==> src/common/usart_sfd_pkg.sv <==
package usart_sfd_pkg;
	// Byte offsets of the printed map; not all are multiples of four,
	// so each is a register index and the AHB byte address is four times it.
	localparam logic [7:0] IDX_BAUD_LOW_CH0 = 8'h21;
	localparam logic [7:0] IDX_BAUD_HIGH_CH0 = 8'h22;
	localparam logic [7:0] IDX_START_DET_CH0 = 8'h23;
	localparam logic [7:0] IDX_BAUD_LOW_CH1 = 8'h74;
	localparam logic [7:0] IDX_BAUD_HIGH_CH1 = 8'h75;
	localparam logic [7:0] IDX_START_DET_CH1 = 8'h76;
	// Own registers: mode/control per channel
	localparam logic [7:0] IDX_MODE_CTRL_CH0 = 8'h24;
	localparam logic [7:0] IDX_MODE_CTRL_CH1 = 8'h77;
	// Start detect control fields
	localparam int RX_START_IRQ_ENABLE_BIT = 7;
	localparam int RX_START_FLAG_BIT = 6;
	localparam int START_FRAME_DETECT_ENABLE_BIT = 5;
	localparam logic [7:0] START_DET_RESET = 8'h20;
	localparam logic [7:0] BAUD_RESET = 8'h00;
	// Mode control fields
	localparam int MODE_SELECT_HI_BIT = 7;
	localparam int MODE_SELECT_LO_BIT = 6;
	localparam int CLOCK_PHASE_BIT = 2;
	localparam int RECEIVE_COMPLETE_IRQ_ENABLE_BIT = 1;
	localparam int SYNC_CLOCK_POLARITY_BIT = 0;
	localparam logic [7:0] MODE_CTRL_RESET = 8'h00;
	localparam int BAUD_WIDTH = 12;
	localparam logic [1:0] MODE_ASYNC = 2'h0;
	localparam logic [1:0] MODE_SYNC = 2'h1;
	localparam logic [1:0] MODE_MASTER_SPI = 2'h3;
	localparam logic [1:0] HTRANS_NONSEQ = 2'h2;
endpackage

==> src/verilog/usart_sfd.sv <==
// Contract
// - Polarity 0: data changes on rising clock edge, sampled falling; 1 swaps.
// - Start flag bit 6 sets on start condition; clears only by writing one.
// - Start interrupt only when its enable, global enable and flag set.
// - Detect enable bit 5 makes high-to-low receive edge a wake-capable start.
// - Detector off when disabled; enables pick which flag wakes; both-clear reserved.
// - With detector and global enable, start interrupt wakes from every sleep.
// - Bits 4:0 of start detect control read zero.
// - Baud setting is 12 bits: high register four MSBs, low eight LSBs.
// - Writing low baud byte immediately reloads the prescaler.
// - Both mode bits one selects master SPI, reusing shifter and baud generator.
// - Master SPI disables parity, recovery and split control; one transfer control.
// - Master SPI keeps pins, interrupts and register addresses unchanged.
// - Master SPI uses internal clock only; software sets clock pin output.
// - Synchronous master bit rate is clock over two times setting plus one.
// - Highest master SPI clock is half the system clock.
// - Master SPI offers bit order, four clock modes, queued transmission.
// - Mode 00 async, 01 sync, 11 master SPI, 10 reserved.
//
// Added by the designer: the AHB-Lite register port.
`timescale 1ns/10ps
`default_nettype none
module usart_sfd
	import usart_sfd_pkg::*;
#(
	parameter int CHANNELS = 2
) (
	// Clock and reset
	input wire logic CLK,
	input wire logic RESET,
	// AHB-Lite slave
	input wire logic HSEL,
	input wire logic [31:0] HADDR,
	input wire logic [1:0] HTRANS,
	input wire logic HWRITE,
	input wire logic [2:0] HSIZE,
	input wire logic [31:0] HWDATA,
	input wire logic HREADY,
	output logic [31:0] HRDATA,
	output logic HREADYOUT,
	output logic HRESP,
	// Core status
	input wire logic GLOBAL_IRQ_ENABLE,
	input wire logic [CHANNELS-1:0] RECEIVE_COMPLETE_FLAG,
	// Serial pins
	input wire logic [CHANNELS-1:0] SERIAL_RECEIVE_PIN,
	output logic [CHANNELS-1:0] SERIAL_CLOCK_OUT,
	input wire logic [CHANNELS-1:0] SERIAL_CLOCK_PIN_DIRECTION,
	output logic [CHANNELS-1:0] SERIAL_CLOCK_OE,
	// Per channel results
	output logic [CHANNELS-1:0] RX_START_IRQ,
	output logic [CHANNELS-1:0] WAKE_REQUEST,
	output logic [CHANNELS-1:0] MASTER_SPI_MODE,
	output logic [CHANNELS-1:0] SYNC_MODE,
	output logic [CHANNELS-1:0] TX_CHANGE_STROBE,
	output logic [CHANNELS-1:0] RX_SAMPLE_STROBE
);
	logic wr_pend;
	logic rd_pend;
	logic [7:0] wr_idx;
	logic [7:0] rd_idx;
	logic [31:0] next_rdata;
	logic [7:0] start_ctrl [CHANNELS];
	logic [7:0] mode_ctrl [CHANNELS];
	logic [BAUD_WIDTH-1:0] baud [CHANNELS];
	logic [CHANNELS-1:0] start_seen;

	assign HREADYOUT = 1'b1;
	assign HRESP = 1'b0;

	// Address phase capture; zero-wait slave
	always_ff @(posedge CLK or posedge RESET) begin
		if (RESET) begin
			wr_pend <= 1'b0;
			rd_pend <= 1'b0;
			wr_idx <= 8'h00;
			rd_idx <= 8'h00;
		end else if (HREADY) begin
			wr_pend <= HSEL && HTRANS == HTRANS_NONSEQ && HWRITE;
			rd_pend <= HSEL && HTRANS == HTRANS_NONSEQ && !HWRITE;
			wr_idx <= (HADDR[31:10] == 22'h000000) ? HADDR[9:2] : 8'hFF;
			rd_idx <= (HADDR[31:10] == 22'h000000) ? HADDR[9:2] : 8'hFF;
		end
	end

	function automatic logic [7:0] idx_of(input int ch, input int reg_sel);
		logic [7:0] r;
		r = 8'hFF;
		unique case (reg_sel)
			0: r = (ch == 0) ? IDX_BAUD_LOW_CH0 : IDX_BAUD_LOW_CH1;
			1: r = (ch == 0) ? IDX_BAUD_HIGH_CH0 : IDX_BAUD_HIGH_CH1;
			2: r = (ch == 0) ? IDX_START_DET_CH0 : IDX_START_DET_CH1;
			default: r = (ch == 0) ? IDX_MODE_CTRL_CH0 : IDX_MODE_CTRL_CH1;
		endcase
		return r;
	endfunction

	// Read mux; unmapped reads return zero
	always_comb begin
		next_rdata = 32'h00000000;
		for (int c = 0; c < CHANNELS; c++) begin
			if (rd_idx == idx_of(c, 0))
				next_rdata = {24'h000000, baud[c][7:0]};
			if (rd_idx == idx_of(c, 1))
				next_rdata = {28'h0000000, baud[c][11:8]};
			if (rd_idx == idx_of(c, 2))
				next_rdata = {24'h000000, start_ctrl[c][7:5], 5'h00};
			if (rd_idx == idx_of(c, 3))
				next_rdata = {24'h000000, mode_ctrl[c]};
		end
	end
	assign HRDATA = rd_pend ? next_rdata : 32'h00000000;

	genvar g;
	generate
		for (g = 0; g < CHANNELS; g++) begin : g_ch
			logic rx_meta;
			logic rx_sync;
			logic rx_prev;
			logic [BAUD_WIDTH-1:0] prescale;
			logic half_tick;
			logic xck;
			logic reload;
			logic sfd_en;
			logic start_ie;
			logic [1:0] mode;
			logic internal_clock;

			assign sfd_en = start_ctrl[g][START_FRAME_DETECT_ENABLE_BIT];
			assign start_ie = start_ctrl[g][RX_START_IRQ_ENABLE_BIT];
			assign mode = {mode_ctrl[g][MODE_SELECT_HI_BIT], mode_ctrl[g][MODE_SELECT_LO_BIT]};
			assign reload = wr_pend && wr_idx == idx_of(g, 0);

			// Two flops before the edge detector reads the pin
			always_ff @(posedge CLK or posedge RESET) begin
				if (RESET) begin
					rx_meta <= 1'b1;
					rx_sync <= 1'b1;
					rx_prev <= 1'b1;
				end else begin
					rx_meta <= SERIAL_RECEIVE_PIN[g];
					rx_sync <= rx_meta;
					rx_prev <= rx_sync;
				end
			end
			assign start_seen[g] = sfd_en && rx_prev && !rx_sync;

			// Register writes; start flag set beats its clear
			always_ff @(posedge CLK or posedge RESET) begin
				if (RESET) begin
					start_ctrl[g] <= START_DET_RESET;
					mode_ctrl[g] <= MODE_CTRL_RESET;
					baud[g] <= {BAUD_WIDTH{1'b0}};
				end else begin
					if (wr_pend && wr_idx == idx_of(g, 0))
						baud[g][7:0] <= HWDATA[7:0];
					if (wr_pend && wr_idx == idx_of(g, 1))
						baud[g][11:8] <= HWDATA[3:0];
					if (wr_pend && wr_idx == idx_of(g, 3))
						mode_ctrl[g] <= HWDATA[7:0];
					if (wr_pend && wr_idx == idx_of(g, 2)) begin
						start_ctrl[g][RX_START_IRQ_ENABLE_BIT] <= HWDATA[RX_START_IRQ_ENABLE_BIT];
						start_ctrl[g][START_FRAME_DETECT_ENABLE_BIT] <=
							HWDATA[START_FRAME_DETECT_ENABLE_BIT];
					end
					if (start_seen[g])
						start_ctrl[g][RX_START_FLAG_BIT] <= 1'b1;
					else if (wr_pend && wr_idx == idx_of(g, 2) && HWDATA[RX_START_FLAG_BIT])
						start_ctrl[g][RX_START_FLAG_BIT] <= 1'b0;
				end
			end

			// Divider runs at 2*(setting+1); low-byte write restarts it
			always_ff @(posedge CLK or posedge RESET) begin
				if (RESET) begin
					prescale <= {BAUD_WIDTH{1'b0}};
					xck <= 1'b0;
				end else if (reload) begin
					prescale <= {baud[g][11:8], HWDATA[7:0]};
					xck <= 1'b0;
				end else if (prescale == {BAUD_WIDTH{1'b0}}) begin
					prescale <= baud[g];
					xck <= !xck;
				end else begin
					prescale <= prescale - 1'b1;
				end
			end
			assign half_tick = !reload && prescale == {BAUD_WIDTH{1'b0}};

			// Sync master and master SPI use the internal clock only
			assign internal_clock = mode == MODE_SYNC || mode == MODE_MASTER_SPI;
			assign SERIAL_CLOCK_OUT[g] = xck ^ mode_ctrl[g][SYNC_CLOCK_POLARITY_BIT];
			assign SERIAL_CLOCK_OE[g] = internal_clock && SERIAL_CLOCK_PIN_DIRECTION[g];
			assign MASTER_SPI_MODE[g] = mode == MODE_MASTER_SPI;
			assign SYNC_MODE[g] = mode == MODE_SYNC;
			// Pin edge about to occur is rising when SERIAL_CLOCK_OUT is low
			// Unshifted clock low means the pin moves to its data-change edge next, except master SPI with phase bit clear, where xck high does
			assign TX_CHANGE_STROBE[g] = internal_clock && half_tick &&
				(xck == (MASTER_SPI_MODE[g] && !mode_ctrl[g][CLOCK_PHASE_BIT]));
			assign RX_SAMPLE_STROBE[g] = internal_clock && half_tick && !TX_CHANGE_STROBE[g];

			// Global enable comes from the core, masking applies here
			assign RX_START_IRQ[g] = start_ie && GLOBAL_IRQ_ENABLE &&
				start_ctrl[g][RX_START_FLAG_BIT];
			assign WAKE_REQUEST[g] = sfd_en && GLOBAL_IRQ_ENABLE &&
				((start_ie && start_ctrl[g][RX_START_FLAG_BIT]) ||
				(mode_ctrl[g][RECEIVE_COMPLETE_IRQ_ENABLE_BIT] &&
				RECEIVE_COMPLETE_FLAG[g]));

		end
	endgenerate
endmodule
`default_nettype wire

==> config.mk <==
export PLATFORM = sky130hd
export DESIGN_NAME = usart_sfd
export DESIGN_NICKNAME = d
export VERILOG_FILES = /design/src/common/usart_sfd_pkg.sv /design/src/verilog/usart_sfd.sv
export SDC_FILE = /design/constraint.sdc
export NUM_CORES = 1
export LEC_CHECK = 0
export BUFFER_PORTS_ARGS = -buffer_cell sky130_fd_sc_hd__buf_4
export CAP_MARGIN = 20
export CORE_AREA = 2 2 104 106
export DETAILED_ROUTE_END_ITERATION = 8
export DIE_AREA = 0 0 106 108
export PLACE_DENSITY = 0.79
export SLEW_MARGIN = 10
export SYNTH_ARGS = -nofsm -noshare
export SYNTH_HDL_FRONTEND = slang
export SYNTH_SLANG_ARGS = --single-unit
==> constraint.sdc <==
create_clock -name CLK -period 2.4 [get_ports CLK]
set_input_delay 0.24 -clock CLK [delete_from_list [all_inputs] [get_ports CLK]]
set_output_delay 0.24 -clock CLK [all_outputs]
set_load 0.03 [all_outputs]
**After elaboration in Yosys (flattened, before gate mapping)**

Cells that the tools add are included.
W data, S select, Z words.

- Bits in registers: 88
- Input bits: 81
- Output and inout bits: 50

- Add/sub/neg operators: 2
- Equal/unequal tests: 15
- Mux-type cells: 22
- Bitwise gates (word level): 2
- Reduce and logical (&&, ||, !) cells: 63

Operator list:

| operator | number |
|---|---|
| $mux W32 | 8 |
| $mux W12 | 4 |
| $logic_and A1 B1 Y1 | 41 |
| $eq A8 B6 Y1 const B | 4 |
| $eq A8 B7 Y1 const B | 4 |
| $logic_not A12 Y1 | 2 |
| $sub A12 B1 Y12 const B | 2 |
| $logic_not A22 Y1 | 1 |
| $mux W8 | 2 |
| $logic_not A1 Y1 | 11 |
| $mux W1 | 8 |
| $reduce_bool A2 Y1 | 4 |
| $eq A2 B2 Y1 const B | 3 |
| $eq A2 B1 Y1 const B | 2 |
| $logic_or A1 B1 Y1 | 4 |
| $eq A1 B1 Y1 | 2 |
| $xor A1 B1 Y1 | 2 |

**Logic depth before layout (Yosys ltp)**

- Word-level depth: 10
- Gate-level depth with buffers: 7

**Worst setup path before layout**

Ideal clock, no wire load.

- Path type: reg2out
- Start: register rd_idx[4]
- End: output HRDATA[5]
- Arrival time: 2.248 ns
- Data required time: 2.160 ns
- Slack: -0.088 ns
- Cell stages (with the launch flop): 6
- Path buffers: 1
- Path through: dfrtp_1 nor4b_2 and2_1 clkbuf_1 nand3_1 a221oi_1

- Cells in the longest elaborated chain, start to end: 10
- Elaborated cells between the ends (all ways): 17
- Classes of those cells: eq/ne (8); mux (9)

RTL lines:

| item | line | text |
|---|---|---|
| start, declared | usart_sfd.sv:61 | `logic [7:0] rd_idx;` |
| start signal, assigned | usart_sfd.sv:82 | `rd_idx <= (HADDR[31:10] == 22'h000000) ? HADDR[9:2] : 8'hFF;` |
| $eq A8 B6 Y1 | n/a |  |
| $mux W8 | usart_sfd.sv:102 | `if (rd_idx == idx_of(c, 0))` |
| $mux W32 | usart_sfd.sv:104 | `if (rd_idx == idx_of(c, 1))` |
| $mux W32 | usart_sfd.sv:106 | `if (rd_idx == idx_of(c, 2))` |
| $mux W32 | usart_sfd.sv:108 | `if (rd_idx == idx_of(c, 3))` |
| $mux W32 | usart_sfd.sv:102 |  |
| $mux W32 | usart_sfd.sv:104 |  |
| $mux W32 | usart_sfd.sv:106 |  |
| $mux W32 * | usart_sfd.sv:108 |  |
| $mux W32 * | usart_sfd.sv:112 | `assign HRDATA = rd_pend ? next_rdata : 32'h00000000;` |
| end, declared | usart_sfd.sv:39 | `output logic [31:0] HRDATA,` |

Every way passes the cells marked *; elsewhere a longest branch is shown, timed or not.

**Worst setup path after layout**

- Start: register rd_idx[7]
- End: output HRDATA[0]

The elaborated chain is that of the path after synthesis.

==> results.md <==
- The predominant post-synthesis flop cell is dfrtp_1.
- The setup-violating endpoint count in the final report is 0.
- Global routing finished with a remaining overflow of 0.
- Compared with the post-synthesis result, the final layout area differs by 22.6%.
- The share of async-settable or async-resettable flops after synthesis is 100%.
- Clock tree synthesis selected as its root buffer the cell clkbuf_8.
- Summed over all layers, the routed wires come to 12700 um.
- The overall die height is 108 um.
- Counting the buffers created by CTS gives 9.
- The clock net in this run drives a total of 88 sinks.
- The final net count is 682.
- The kind of capture point of the worst setup path is an output pin.
- The setup slack on the worst flop-to-flop path is 0.11 ns.
- In this run the worst path has a maximum fanout of 6.
- The count of port buffers added during placement is 75.
- Detailed placement finished with a half-perimeter wire length of 9490 um.
- The worst path meets setup with 0.0240 ns of slack.
- The average vias per placed instance is 5.75.
- The residual antenna-violating net count after detailed routing is 0.
- For the worst-skew pair, the clock arrives at the later sink with an insertion delay of 0.35 ns.
- The worst hold path belongs to the class in -> reg.
- For this run, the share of the core covered by cells in the final layout is 58.5%.
- In this run the deepest clock path goes through 2 buffers.
- The TritonCTS clock tree is yes.
- Leaving out fill and tap cells, the most frequent cell in the layout is buf_4.
- OpenSTA, run right after detailed placement, puts the worst setup slack at 0.100 ns.
- In the global route stage, overall resource usage came out at 23.0%.
- Power spread over the standard cell area amounts to 562 nW/um^2.
- Of the cells placed in the final design, the portion with a size suffix greater than 1 is 31.9%.
- The finished cells cover 5980 um^2.
- The overall die area is 11400 um^2.
- Synthesis produced a netlist whose cell count is 508.
- The post-place instance area is 5620 um^2.
- In this run, the number of DRC markers left after iteration 0 of detailed routing was 320.
- Counting tap cells, the placed design contains a total of 713 instances.
- Setup repair after global routing could not meet its margin everywhere.
- In this run the horizontal extent of the chip is 106 um.
- The global placement routability congestion is 0.860.
- The number of design rule violations left after detail routing is 0.
- Yosys attributes the largest share of cell area to dfrtp_1 41%, mux2_2 6.9%, nand2_1 4.8%.
- The count of different cell masters after synthesis is 65.
- Once the floorplan was initialized, standard cells occupied 47.7% of the core.
- The first detailed-routing pass ran for 4 iterations.
- The total of warnings raised by yosys is 0.
- In this run the tightest slew margin relative to its limit is 63.0%.
- The initial antenna violation count is 0.
- The floorplan core area is 10200 um^2.
- The number of global-route vias before repair is 4177.
- On the final layout, the worst clock skew is 0.0107 ns.
- The period utilization is 99.0%.
- The H-tree level count is 3.
- STA classifies the critical path startpoint as a flip-flop.
- In the layout the commonest cells are 100 x buf_4, 76 x dfrtp_1, 63 x nand2_1.
- Derived from the worst setup path, the maximum achievable clock frequency is 421 MHz.
- Yosys mapped a number of flops with a built-in enable equal to 0.
- 131 I/O pins were placed.
- The total number of vias is 4242.
- For this run, the register share of the synthesized area comes to 45.3%.
- The top cell type by area accounts for 41.0% of the synthesized area.
- Clock-pin slew was measured on the worst setup and hold paths at 0.09 ns.
- The floorplan has 37 rows.
- The synthesized design spends more area on one cell type than any other, namely dfrtp_1.
- The first global-routing pass estimated 20700 um of wire.
- The run finished with clean final reports.
- The count of placed standard cells in the final layout, fillers left out is 738.
- The routed length per placed instance is 17.2 um.
- The average cell area after synthesis is 9.60 um^2.
- The final-report hold violation count is 0.
- The flop and latch count out of synthesis is 88.
- The pin count of the biggest net entering global routing is 43.
- The critical path is of the reg -> out type.
- Counting I/O delays and the setup requirement, the final critical path takes 2.38 ns.
- The actual transition at the worst max-transition pin is 0.554 ns.
- Summing every instance area after synthesis gives 4880 um^2.
- The maximum vdd ir drop is 446 uV.
- The data arrival time at the worst-slack endpoint is 2.14 ns.
- The number of inserted diodes is 0.
- The leakage dissipation is 2.55 nW.
- At the worst endpoint, the required time is 2.16 ns.
- The number of max-capacitance violations reported is 0.
- The total count of max-transition violations in the final report came to 0.
- The final-layout setup total negative slack is 0 ns.
[routing by layer]
metal | global-route usage, % | vias up | routed length (um)
li1 | - | 1962 | -
met3 | 2.77 | 33 | 862
met2 | 37.3 | 181 | 5910
met5 | 0 | - | 0
met1 | 31.8 | 2066 | 5530
met4 | 8.74 | 0 | 370
[timing repair]
| action | 4_1_cts | 5_1_grt |
|---|---|---|
| setup buffers | 1 | 5 |
| endpoints found under the setup margin | 12 | 12 |
| pin swaps | 4 | 9 |
| hold endpoints to repair | 17 | 0 |
| resized for setup | 11 | 17 |
| hold buffers | 3 | 0 |
[final cells by class]
class	count	area, um^2
flip-flops and latches	88	2220
well taps	136	170
clock inverters	5	57.6
repair buffers	105	821
fillers	875	4250
inverters	11	45.0
multi-input cells	382	2540
clock buffers	11	131
[final timing paths]
check / start / end / cells past startpoint
max: rd_idx[7] / HRDATA[0] / 6
min: HADDR[8] / rd_idx[6] / 2
max reg2reg: g_ch[1].prescale[0] / g_ch[1].prescale[1] / 7
min reg2reg: g_ch[0].rx_meta / g_ch[0].rx_sync / 0
max in group asynchronous: RESET / g_ch[1].prescale[5] / 4
min in group asynchronous: RESET / start_ctrl[14] / 3
[cells by family after synthesis]
group | Yosys count | share of synthesized area (%)
and+or+nand+nor | 185 | 19.9
AOI/OAI and AO/OA | 114 | 15.4
DFF | 88 | 45.3
buffers and inverters | 62 | 6.95
muxes | 36 | 8.16
xor gates and xnor gates | 17 | 3.05
adders and majority gates | 4 | 1.03
other | 2 | 0.154
[synthesized netlist by cell type, types with 8 or more instances]
master,count
nor3_1,15
clkbuf_1,22
o21ai_0,44
nor2_1,25
dfstp_2,8
xnor2_1,12
inv_1,11
mux2_2,30
nor2b_1,8
dfrtp_1,80
nand2_1,63
nor4_1,12
a21oi_1,16
nand3_1,12
o22a_1,8
buf_4,26
[registers in the layout, indices dropped and copies added, names as in the netlist, 4 cells and up]
| signal | count |
|---|---|
| baud | 24 |
| g_ch.mode | 4 |
| g_ch.prescale | 24 |
| mode_ctrl | 12 |
| rd_idx | 8 |
[power breakdown]
| group | total [mW] | leakage, nW | switching (mW) | internal [mW] |
|---|---|---|---|---|
| logic | 0.563 | 1.47 | 0.302 | 0.261 |
| registers | 1.78 | 0.988 | 0.169 | 1.61 |
| clock network | 1.01 | 0.0856 | 0.534 | 0.481 |
| total | 3.36 | 2.55 | 1.00 | 2.36 |
[metrics by stage]
step	hold WS (ns)	power [mW]
6_report	0.0971	3.36
5_1_grt	0.100	3.53
4_1_cts	0.0878	3.36
3_5_place_dp	0.329	2.33
3_3_place_gp	0.315	2.29
2_1_floorplan	0.244	2.17
[critical path, stage by stage (launching register included)]
cell,delay [ns]
dfrtp_2,0.45
nor4b_4,0.31
buf_4,0.19
and3_4,0.22
a222oi_1,0.10
a211oi_1,0.30
buf_4,0.22
Power figures use the tool's default switching activity.
